==> config.mk <==
export PLATFORM = sky130hd
export DESIGN_NAME = iop_regs
export DESIGN_NICKNAME = d
export VERILOG_FILES = /design/src/pkg/iop_pkg.sv /design/src/verilog/iop_pin_route.sv /design/src/verilog/iop_regs.sv
export SDC_FILE = /design/constraint.sdc
export NUM_CORES = 1
export LEC_CHECK = 0
export BUFFER_PORTS_ARGS = -buffer_cell sky130_fd_sc_hd__buf_2
export CAP_MARGIN = 20
export CORE_ASPECT_RATIO = 0.75
export CORE_UTILIZATION = 35
export CTS_BUF_LIST = sky130_fd_sc_hd__clkbuf_4
export DETAILED_ROUTE_END_ITERATION = 8
export HOLD_SLACK_MARGIN = 0.15
export PLACE_DENSITY = 0.56
export SYNTH_ARGS = -nofsm -noshare
export SYNTH_HDL_FRONTEND = slang
export SYNTH_SLANG_ARGS = --single-unit
==> constraint.sdc <==
create_clock -name clk -period 2.6 [get_ports clk]
set_input_delay 0.13 -clock clk [delete_from_list [all_inputs] [get_ports clk]]
set_output_delay 0.13 -clock clk [all_outputs]
set_load 0.03 [all_outputs]
==> src/pkg/iop_pkg.sv <==
// Shared constants and types for the I/O pin routing and test mode registers.
package iop_pkg;

	localparam int          IOP_PINS      = 8;
	localparam int          IOP_FUNCS     = 32;
	localparam logic [9:0]  ADDR_PIN0     = 10'h00f;
	localparam logic [9:0]  ADDR_PIN7     = 10'h016;
	localparam logic [9:0]  ADDR_TEST0    = 10'h055;

	// Route register layout: direction in the top bit, function in the five below.
	localparam int          ROUTE_DIR_BIT = 5;
	localparam int          ROUTE_FN_MSB  = 4;

	// Route reset values: F, V, H on pins 0..2, EDH on pin 5, pin 7 an input.
	localparam logic [5:0]  RST_PIN0      = 6'h12;
	localparam logic [5:0]  RST_PIN1      = 6'h13;
	localparam logic [5:0]  RST_PIN2      = 6'h14;
	localparam logic [5:0]  RST_PIN3      = 6'h00;
	localparam logic [5:0]  RST_PIN4      = 6'h00;
	localparam logic [5:0]  RST_PIN5      = 6'h04;
	localparam logic [5:0]  RST_PIN6      = 6'h00;
	localparam logic [5:0]  RST_PIN7      = 6'h20;

	// Test mode enable bit positions and their default.
	localparam int          TEN_SCRAMBLE  = 0;
	localparam int          TEN_NRZI      = 1;
	localparam int          TEN_LSB_CLIP  = 2;
	localparam int          TEN_SYNC_DET  = 3;
	localparam logic [3:0]  TEST_EN_RST   = 4'hf;

	// Pattern select word fields.
	localparam int          PAT_HD_BIT    = 5;
	localparam int          PAT_PP_BIT    = 4;

	typedef enum logic [2:0]
	{
		ST_ADDR  = 3'h1,
		ST_WDATA = 3'h2,
		ST_RDATA = 3'h4
	} iop_bus_st_t;

	typedef enum logic [1:0]
	{
		PAT_BLACK = 2'h0,
		PAT_PLL   = 2'h1,
		PAT_EQ    = 2'h2,
		PAT_BARS  = 2'h3
	} iop_pat_kind_t;

	typedef struct packed
	{
		logic          hd;
		logic          prog_pal;
		logic [1:0]    sub_format;
		iop_pat_kind_t kind;
	} iop_pat_t;

	typedef struct packed
	{
		logic anc_or_control_select;
		logic rd_wr;
		logic aclk;
	} iop_port_ctl_t;

endpackage : iop_pkg

==> src/verilog/iop_pin_route.sv <==
// One multi-function port pin: output selection and input steering.
`timescale 1ns/100ps
module iop_pin_route
(
	// Route setting
	input  wire logic [5:0]  route,
	// Status and pin
	input  wire logic [31:0] status_bits,
	input  wire logic        pin_in,
	// Results
	output logic             drive_val,
	output logic             drive_en,
	output logic [31:0]      in_hot
);
	import iop_pkg::*;

	logic [4:0] fn;

	always_comb
	begin
		fn        = route[ROUTE_FN_MSB:0];                       // RULE4
		drive_en  = ~route[ROUTE_DIR_BIT];                       // RULE2
		drive_val = status_bits[fn];                             // RULE6
		in_hot    = '0;
		if (route[ROUTE_DIR_BIT])
		begin
			in_hot[fn] = 1'b1;                                   // RULE2
		end
		// Pin level is combined in the parent; kept here for symmetry of the interface.
		if (pin_in)
		begin
			in_hot = in_hot;
		end
	end

endmodule : iop_pin_route

==> src/verilog/iop_regs.sv <==
// Register bank for port pin routing, datapath test enables and pattern decode.
`timescale 1ns/100ps
// Operation
// RULE1 - Eight pin route registers at consecutive addresses, one per port pin.
// RULE2 - Route top bit one makes the pin an input, zero an output.
// RULE3 - Host never maps input-only functions to outputs or the reverse.
// RULE4 - Low five route bits choose the connected control function.
// RULE5 - Host writes: select low, rd_wr low, address strobe, then data strobe.
// RULE6 - Data written to a route register is the target bit address.
// RULE7 - Test register holds four enables, each settable by host write.
// RULE8 - Reading the test register forces all four enables back on.
// RULE9 - Scrambler enable gates scrambling; default on.
// RULE10 - Polarity coding enable gates NRZ to NRZI conversion; default on.
// RULE11 - Low-bit clipping enable gates LSB clipping; default on.
// RULE12 - Timing reference detect enable gates TRS detector; default on.
// RULE13 - Pattern word: bit5 HD, bit4 progressive/PAL, bits3:2 sub-format, bits1:0 kind.
// RULE14 - Pattern select applies while pattern generator or self check is enabled.
module iop_regs
(
	// Clock and reset
	input  wire logic                  clk,
	input  wire logic                  resetn,
	// Ancillary/control data port
	input  wire iop_pkg::iop_port_ctl_t port_ctl,
	input  wire logic [9:0]            ad_in,
	output logic [9:0]                 ad_out,
	output logic                       ad_oe,
	// Multi-function port
	input  wire logic [7:0]            io_in,
	output logic [7:0]                 io_out,
	output logic [7:0]                 io_oe,
	// Control and status bits of the device
	input  wire logic [31:0]           status_bits,
	output logic [31:0]                pin_ctrl_val,
	output logic [31:0]                pin_ctrl_valid,
	// Datapath enables
	output logic                       scrambler_en,
	output logic                       nrzi_en,
	output logic                       lsb_clip_en,
	output logic                       sync_detect_en,
	// Test pattern
	input  wire logic [5:0]            pattern_select,
	input  wire logic                  pattern_generator_en,
	input  wire logic                  built_in_self_check_en,
	output iop_pkg::iop_pat_t          pattern_cfg,
	output logic                       pattern_active
);
	import iop_pkg::*;

	typedef struct packed
	{
		iop_bus_st_t     st;
		logic [9:0]      addr;
		logic [7:0][5:0] route;
		logic [3:0]      test_en;
		logic            aclk_q;
		logic [9:0]      ad_o;
		logic            ad_oe;
		logic [7:0]      io_o;
		logic [7:0]      io_oe;
		logic [31:0]     ctrl_val;
		logic [31:0]     ctrl_valid;
		iop_pat_t        pat;
		logic            pat_act;
	} iop_state_t;

	iop_state_t      st_ff;
	iop_state_t      nxt_st;
	logic [7:0]      drv_val;
	logic [7:0]      drv_en;
	logic [7:0][31:0] in_hot;
	logic            strobe;
	logic            is_pin;
	logic [2:0]      pin_idx;
	logic [9:0]      rd_data;

	genvar g;
	generate
		for (g = 0; g < IOP_PINS; g++)
		begin : g_pin
			iop_pin_route iop_pin_route_inst
			(
				.route       (st_ff.route[g]),
				.status_bits (status_bits),
				.pin_in      (io_in[g]),
				.drive_val   (drv_val[g]),
				.drive_en    (drv_en[g]),
				.in_hot      (in_hot[g])
			);
		end
	endgenerate

	always_comb
	begin
		strobe  = port_ctl.aclk & ~st_ff.aclk_q;
		is_pin  = (st_ff.addr >= ADDR_PIN0) && (st_ff.addr <= ADDR_PIN7);   // RULE1
		pin_idx = 3'(st_ff.addr - ADDR_PIN0);
		rd_data = '0;
		if (is_pin)
		begin
			rd_data = {4'h0, st_ff.route[pin_idx]};
		end
		else if (st_ff.addr == ADDR_TEST0)
		begin
			rd_data = {6'h00, st_ff.test_en};
		end

		nxt_st        = st_ff;
		nxt_st.aclk_q = port_ctl.aclk;
		case (st_ff.st)
			ST_ADDR:
			begin
				// Strobes with the data-port select high belong to the ancillary path.
				if (strobe && !port_ctl.anc_or_control_select)                   // RULE5
				begin
					nxt_st.addr = ad_in;
					nxt_st.st   = port_ctl.rd_wr ? ST_RDATA : ST_WDATA;
				end
			end
			ST_WDATA:
			begin
				if (strobe)
				begin
					nxt_st.st = ST_ADDR;
					if (is_pin)
					begin
						nxt_st.route[pin_idx] = ad_in[5:0];                      // RULE6
					end
					else if (st_ff.addr == ADDR_TEST0)
					begin
						nxt_st.test_en = ad_in[3:0];                             // RULE7
					end
				end
			end
			ST_RDATA:
			begin
				if (strobe)
				begin
					nxt_st.st = ST_ADDR;
					if (st_ff.addr == ADDR_TEST0)
					begin
						nxt_st.test_en = TEST_EN_RST;                            // RULE8
					end
				end
			end
			default:
			begin
				nxt_st.st = ST_ADDR;
			end
		endcase

		// The host turns the bus round before the data strobe; the device drives only then.
		nxt_st.ad_oe = (nxt_st.st == ST_RDATA);
		nxt_st.ad_o  = (nxt_st.st == ST_RDATA) ? rd_data : 10'h000;

		nxt_st.io_o       = drv_val & drv_en;                                   // RULE2
		nxt_st.io_oe      = drv_en;
		nxt_st.ctrl_valid = '0;
		nxt_st.ctrl_val   = '0;
		for (int i = 0; i < IOP_PINS; i++)
		begin
			nxt_st.ctrl_valid = nxt_st.ctrl_valid | in_hot[i];                  // RULE4
			nxt_st.ctrl_val   = nxt_st.ctrl_val | (in_hot[i] & {32{io_in[i]}});
		end

		nxt_st.pat_act = pattern_generator_en | built_in_self_check_en;        // RULE14
		if (nxt_st.pat_act)
		begin
			nxt_st.pat.hd         = pattern_select[PAT_HD_BIT];                 // RULE13
			nxt_st.pat.prog_pal   = pattern_select[PAT_PP_BIT];
			nxt_st.pat.sub_format = pattern_select[3:2];
			nxt_st.pat.kind       = iop_pat_kind_t'(pattern_select[1:0]);
		end
	end

	always_ff @(posedge clk)
	begin
		if (!resetn)
		begin
			st_ff            <= '0;
			st_ff.st         <= ST_ADDR;
			st_ff.route      <= {RST_PIN7, RST_PIN6, RST_PIN5, RST_PIN4,
			                     RST_PIN3, RST_PIN2, RST_PIN1, RST_PIN0};
			st_ff.test_en    <= TEST_EN_RST;                                     // RULE9
		end
		else
		begin
			st_ff <= nxt_st;
		end
	end

	assign ad_out         = st_ff.ad_o;
	assign ad_oe          = st_ff.ad_oe;
	assign io_out         = st_ff.io_o;
	assign io_oe          = st_ff.io_oe;
	assign pin_ctrl_val   = st_ff.ctrl_val;
	assign pin_ctrl_valid = st_ff.ctrl_valid;
	assign scrambler_en   = st_ff.test_en[TEN_SCRAMBLE];                        // RULE9
	assign nrzi_en        = st_ff.test_en[TEN_NRZI];                            // RULE10
	assign lsb_clip_en    = st_ff.test_en[TEN_LSB_CLIP];                        // RULE11
	assign sync_detect_en = st_ff.test_en[TEN_SYNC_DET];                        // RULE12
	assign pattern_cfg    = st_ff.pat;
	assign pattern_active = st_ff.pat_act;
endmodule : iop_regs

# Yosys cells after proc, flatten, opt, wreduce, memory -nomap -nowiden
# Index checks and enable logic that the tools add are counted.
[totals]
ff_bits = 164
inputBits = 63
[classes]
add_sub_neg = 1
eq_ne = 10
bitwise_logic = 36
n_lt_le_gt_ge = 20
reduce_logical = 19
muxes = 57
[op_table]
columns = ["cell", "count"]
rows = [
  ["32-bit OR", 14],
  ["32-bit AND", 8],
  ["32-bit 2-to-1 mux", 8],
  ["48-bit bitwise mux", 1],
  ["5-bit by 6-bit less-than comparator with 1-bit output, second input constant", 8],
  ["1-bit binary-select mux with 5-bit select", 8],
  ["1-bit demux with 5-bit select", 8],
  ["5-bit by 1-bit >= comparator with 1-bit output, second input constant", 8],
  ["4-bit 2-to-1 mux", 6],
  ["6-bit binary-select mux with 3-bit select", 1],
  ["6-bit demux with 3-bit select", 1],
  ["6-bit 2-to-1 mux", 3],
  ["1-bit 2-to-1 mux", 16],
  ["13-bit 2-to-1 mux", 1],
  ["1-bit logical AND", 11],
  ["1-bit inverter", 11],
  ["10-bit by 7-bit == test with 1-bit output, second input constant", 1],
  ["10-bit by 4-bit >= comparator with 1-bit output, second input constant", 1],
  ["10-bit by 5-bit <= comparator with 1-bit output, second input constant", 1],
  ["2-bit inequality test, second input constant", 5],
  ["8-bit AND", 1],
  ["4-bit one-hot mux with 2 select lines", 1],
  ["3-bit == test, second input constant", 2],
  ["3-bit 2-to-1 mux", 2],
  ["other kinds (15)", 16],
]

# Depth between registers and ports, before layout
[logic_depth]
depth_word = 13
mapped_depth = 11

# By module
# A second synthesis with hierarchy kept.
[hier_totals]
cells_unflattened = 1631
hier_area_um2 = 12769.7
[modules_own_cells]
columns = ["mod", "area_each_um2", "cells_per_inst", "n_inst"]
rows = [
  ["iop_regs", 7971.4, 851, 1],
  ["iop_pin_route at g_pin[0].iop_pin_route_inst ...", 609.3, 100, 7],
  ["iop_pin_route at g_pin[7].iop_pin_route_inst", 533.0, 80, 1],
]

# Worst setup path after synthesis
# Ideal clock, no wire load.
[synth_path]
path_kind = "reg-to-reg"
from = "reg st_ff[151] in the netlist's numbering"
to = "reg st_ff[117] (netlist name)"
arrival_ns = 2.542
t_required_ns = 2.472
setup_slack_ns = -0.070
stages_incl_launch_ff = 10
setup_ns = 0.128
synth_period_minus_slack_ns = 2.670
path_cell_list = "dfxtp_1 -> clkbuf_1 -> inv_1 -> clkbuf_1 -> ha_1 -> clkbuf_1 -> clkbuf_1 -> nor4_1 -> mux2i_1 -> nand2_1"
[synth_via]
elab_chain_len = 6
word_cells_on_any_way = 11
classes_between = "1 x add/sub; 4 x order compare; 3 x mux; 3 x reduce/logical"
[synth_lines]
columns = ["item", "line", "rtl"]
rows = [
  ["start, declared", "iop_regs.sv:67", "iop_state_t st_ff;"],
  ["start signal, assigned", "iop_regs.sv:188", "st_ff <= nxt_st;"],
  ["3-bit subtractor", "iop_regs.sv:97", "pin_idx = 3'(st_ff.addr - ADDR_PIN0);"],
  ["3-bit by 4-bit less-than comparator with 1-bit output (not written as such) / 3-bit by 1-bit >= comparator with 1-bit output (equally long branches)", "iop_regs.sv:127", "nxt_st.route[pin_idx] = ad_in[5:0];"],
  ["1-bit logical AND (not written as such)", "iop_regs.sv:127", ""],
  ["6-bit 2-to-1 mux (not written as such)", "iop_regs.sv:127", ""],
  ["6-bit demux with 3-bit select", "iop_regs.sv:127", ""],
  ["48-bit bitwise mux", "iop_regs.sv:127", ""],
]
# Parallel ways exist; a longest one is shown, timed or not.
# A chain may end at the register's enable or synchronous reset.

# Worst setup path after layout
[layout_path]
from = "reg st_ff[160] in the netlist's numbering"
to = "reg st_ff[109] (netlist name)"
[layout_via]
elab_chain_len = 3
word_cells_on_any_way = 4
classes_between = "2 x order compare; 2 x reduce/logical"
[layout_lines]
columns = ["item", "line", "rtl"]
rows = [
  ["10-bit by 4-bit >= comparator with 1-bit output / 10-bit by 5-bit <= comparator with 1-bit output (equally long branches)", "iop_regs.sv:96", "is_pin = (st_ff.addr >= ADDR_PIN0) && (st_ff.addr <= ADDR_PIN7);"],
  ["1-bit logical AND *", "iop_regs.sv:96", ""],
  ["3-bit AND reduction (no line) *", "--", ""],
]
# Every way passes the cells marked *; elsewhere a longest branch is shown, timed or not.

==> run metrics <==
Hold EP io_out[0]; Crit path largest cell delay slightly below 0.6 ns; Final Critical Period 2.46 ns; period utilization 94.8%; outcome finished clean; Cell Area, Placed between 10000 and 15000 µm²; FF-to-FF End st_ff[109]; crit path buf inv count 1; critical-path cell list or4_4 > nor2_4 > nand3_4 > nor3_4 > mux2i_1 > nand2_1 > dlygate4sd3_1; # DRC 0; CTS tree built; R2R Setup Slk 0.14 ns; type of the worst setup path reg2reg; final core occ 42.4%; initial antenna violation count 3; Overall Global Routing Usage approximately two fifths; Max Cap Viol 0; hold slack ~0.21 ns; Worst EP arrival 3.03 ns; commonest register cell after synthesis dfxtp_1; Post-DRT Antenna Nets 0; PortBufs 160; Worst VDD drop about 280 µV; share of cells above drive strength 1 24.6%; H-tree levels 4; Via-to-Cell Ratio roughly 6.6; CP Data Required Time roughly 3.2 ns; Critical Path Fanout Max 8; CP endpoint kind flip-flop; cell area after layout between 10000 and 15000 µm²; pin count of the biggest net entering global routing 57; WL/cell around 31 µm; # setup viols final 0; vias in the first global route 13.2k; CORE AREA 33700 µm²; Hold Crit Start status_bits[20]; Initial Util between 30% and 40%; synth top area cells dfxtp_1, o22ai_1, mux2i_1; clock-pin slew on the worst setup and hold paths between 0.15 and 0.2 ns; number of CTS-inserted buffers 17; Seq. cell area 3210 µm²; DIE WIDTH around 220 µm; setup TNS 0 ns; skew final ~0.031 ns; DRT Wirelength 68.3 mm; Slew Limit Fails 0; hold depth 5; syn_area_per_cell about 7.7 µm²; GPL Wtd Cong 1.03; Yosys top cell area share 26.5%; overflow left after global routing 0; R2R depth 7; startpoint types flip-flop; root buf cell clkbuf_4; Synth Instances around 1.6k; die height 163 µm; Slew HR 36.2%; later-pin clock latency in the skew report 0.66 ns; slew at the pin closest to its max-slew limit 0.957 ns; # nets final ~1.8k; I/O Pins 165; DP Wirelength approximately 51 mm; worst hold-check path type in2reg; synthesized cell area around 12000 µm²; Setup Buffers After CTS 0; cell row count 58; clk sinks 160; Seq/Total Area, Yosys 26.5%; Post-synth EDFFs 0; area of the multi-input gates 7550 µm²; FILL cells 3479; pwr/cell area around 350 nW/µm²; Ys Warns 0; Synth cell types 73; Hold Fails Final Rpt 0; first drt pass iteration count 6; CP top delay family simple AND/OR/NAND/NOR gates; unrepaired setup endpoints after global routing false; Die ar. 35300 µm²; synthesized flop and latch total 160; first-pass GRT wire length 96.1 mm; synthesis-to-finish area growth 18.6%; Fmax about 400 MHz; Leakage Power around 5.3 nW; crit path max-delay cell type or4_4; reg-to-reg startpoint st_ff[160]; drt initial violations 2536; via count 14.4k; Async S/R FF share, synth 0%; Max Root-Sink Buffers 2; leading area contributor after synthesis dfxtp_1
==> sequential cells by signal, indices dropped and copies added (netlist names), 6 cells and up <==
| name | count |
|---|---|
| io_out | 8 |
| pin_ctrl_val | 32 |
| st_ff | 62 |
| pattern_cfg | 6 |
| pin_ctrl_valid | 32 |
| io_oe | 8 |
| ad_out | 6 |
==> Yosys cell counts, types with 8 or more instances <==
cell      instances
o221ai_1         19
clkbuf_1         94
dfxtp_1         160
nand3_1          71
mux2_2           11
nor2b_1          25
mux2i_1         105
and3_1            8
nor3_1           47
nand3b_1         24
nand2b_1         30
mux4_2           27
o21ai_0          56
nor4_1           34
buf_4            97
a31oi_1          12
or3_1            11
nand2_1         107
inv_1            22
a21oi_1          57
buf_1            13
o22ai_1         205
nor3b_1          16
nand4_1          11
buf_2            23
nor2_1          171
==> cells by family (layout without fill, tap and decap cells) <==
family | count (synthesis) | in the layout | share of synthesized area, %
and+or+nand+nor | 587 | 587 | 24.7
AOI/OAI and AO/OA | 421 | 421 | 22.2
buffers and inverters | 253 | 426 | 11.3
DFF | 160 | 160 | 26.5
muxes | 143 | 143 | 14.8
adders and majority gates | 3 | 3 | 0.311
xor gates and xnor gates | 3 | 3 | 0.218
other | 1 | 5 | 0.0311
==> cell usage in the layout (no fill, tap or decap), drive strengths merged, types with 4 or more instances in the layout <==
cell type    count
nand3b          24
nand4           11
buf            324
nor2b           25
a21oi           57
mux2i          105
nor4b            4
a31oi           12
conb             4
a311oi           4
dfxtp          160
nand3           76
clkinv           4
inv             28
and3             8
dlygate4sd3     48
o221ai          19
o21ai           69
or3b             6
or3             13
o31a             6
mux2            11
or2              4
bufinv           4
o22ai          205
nor2           172
a211oi           4
nand2b          30
a2111oi          6
mux4            27
a22oi            4
a31o             4
nor3            48
nand2          107
clkbuf          17
nor4            34
nor3b           16
==> routing by layer <==
layer / routed length, µm / GRT usage, % / share of wire, % / vias to the layer above
met5: 13 / 0 / 0.019 / -
met3: 10500 / 13.9 / 15 / 158
met4: 2100 / 11.1 / 3.1 / 2
met2: 25800 / 50.4 / 38 / 1229
li1: - / - / - / 6096
met1: 29900 / 56.2 / 44 / 6946
==> worst reg2reg max path, stage by stage, from the launching register on <==
cell and delay, ns:
dfxtp_1 0.35, or4_4 0.58, nor2_4 0.14, nand3_4 0.14
nor3_4 0.29, mux2i_1 0.24, nand2_1 0.06, dlygate4sd3_1 0.57
==> worst max-delay path by stage <==
stage | startpoint | endpoint | slack (ns) | depth (start not counted)
2_1_floorplan | st_ff[151] | st_ff[117] | 0.08 | 9
3_3_place_gp | st_ff[134] | io_out[5] | 0.32 | 7
3_5_place_dp | st_ff[151] | st_ff[142] | 0.37 | 7
4_1_cts | st_ff[98] | st_ff[109] | 0.03 | 7
5_1_grt | st_ff[160] | st_ff[109] | 0.006 | 7
6_report | st_ff[160] | st_ff[109] | 0.14 | 7
==> through the flow <==
stage,power [mW],setup WS (ns),instances
2_1_floorplan,2.86,0.0764,1574
3_3_place_gp,3.08,0.319,2117
3_5_place_dp,3.09,0.369,2117
4_1_cts,5.00,0.0295,2197
5_1_grt,5.15,0.00588,2198
6_report,5.00,0.135,2198
==> repair_timing <==
action,4_1_cts,5_1_grt
hold endpoints to repair,82,0
hold buffers,48,0
resized for setup,0,6
endpoints found under the setup margin,0,2
==> area by class of cell <==
cell class / count / area share [%]
diodes: 1 / 0.0175
clock buffers: 17 / 0.891
clock inverters: 15 / 1.55
inverters: 22 / 0.577
multi-input cells: 1161 / 52.8
flip-flops and latches: 160 / 22.4
well taps: 450 / 3.93
repair buffers: 372 / 17.9
==> power by group <==
| part | switching (mW) | internal, mW | total (mW) |
|---|---|---|---|
| Clock | 1.08 | 0.793 | 1.88 |
| Sequential | 0.0176 | 2.48 | 2.50 |
| Combinational | 0.398 | 0.227 | 0.625 |
| Total | 1.50 | 3.50 | 5.00 |
Note: power is estimated with default switching activity, not from simulation.
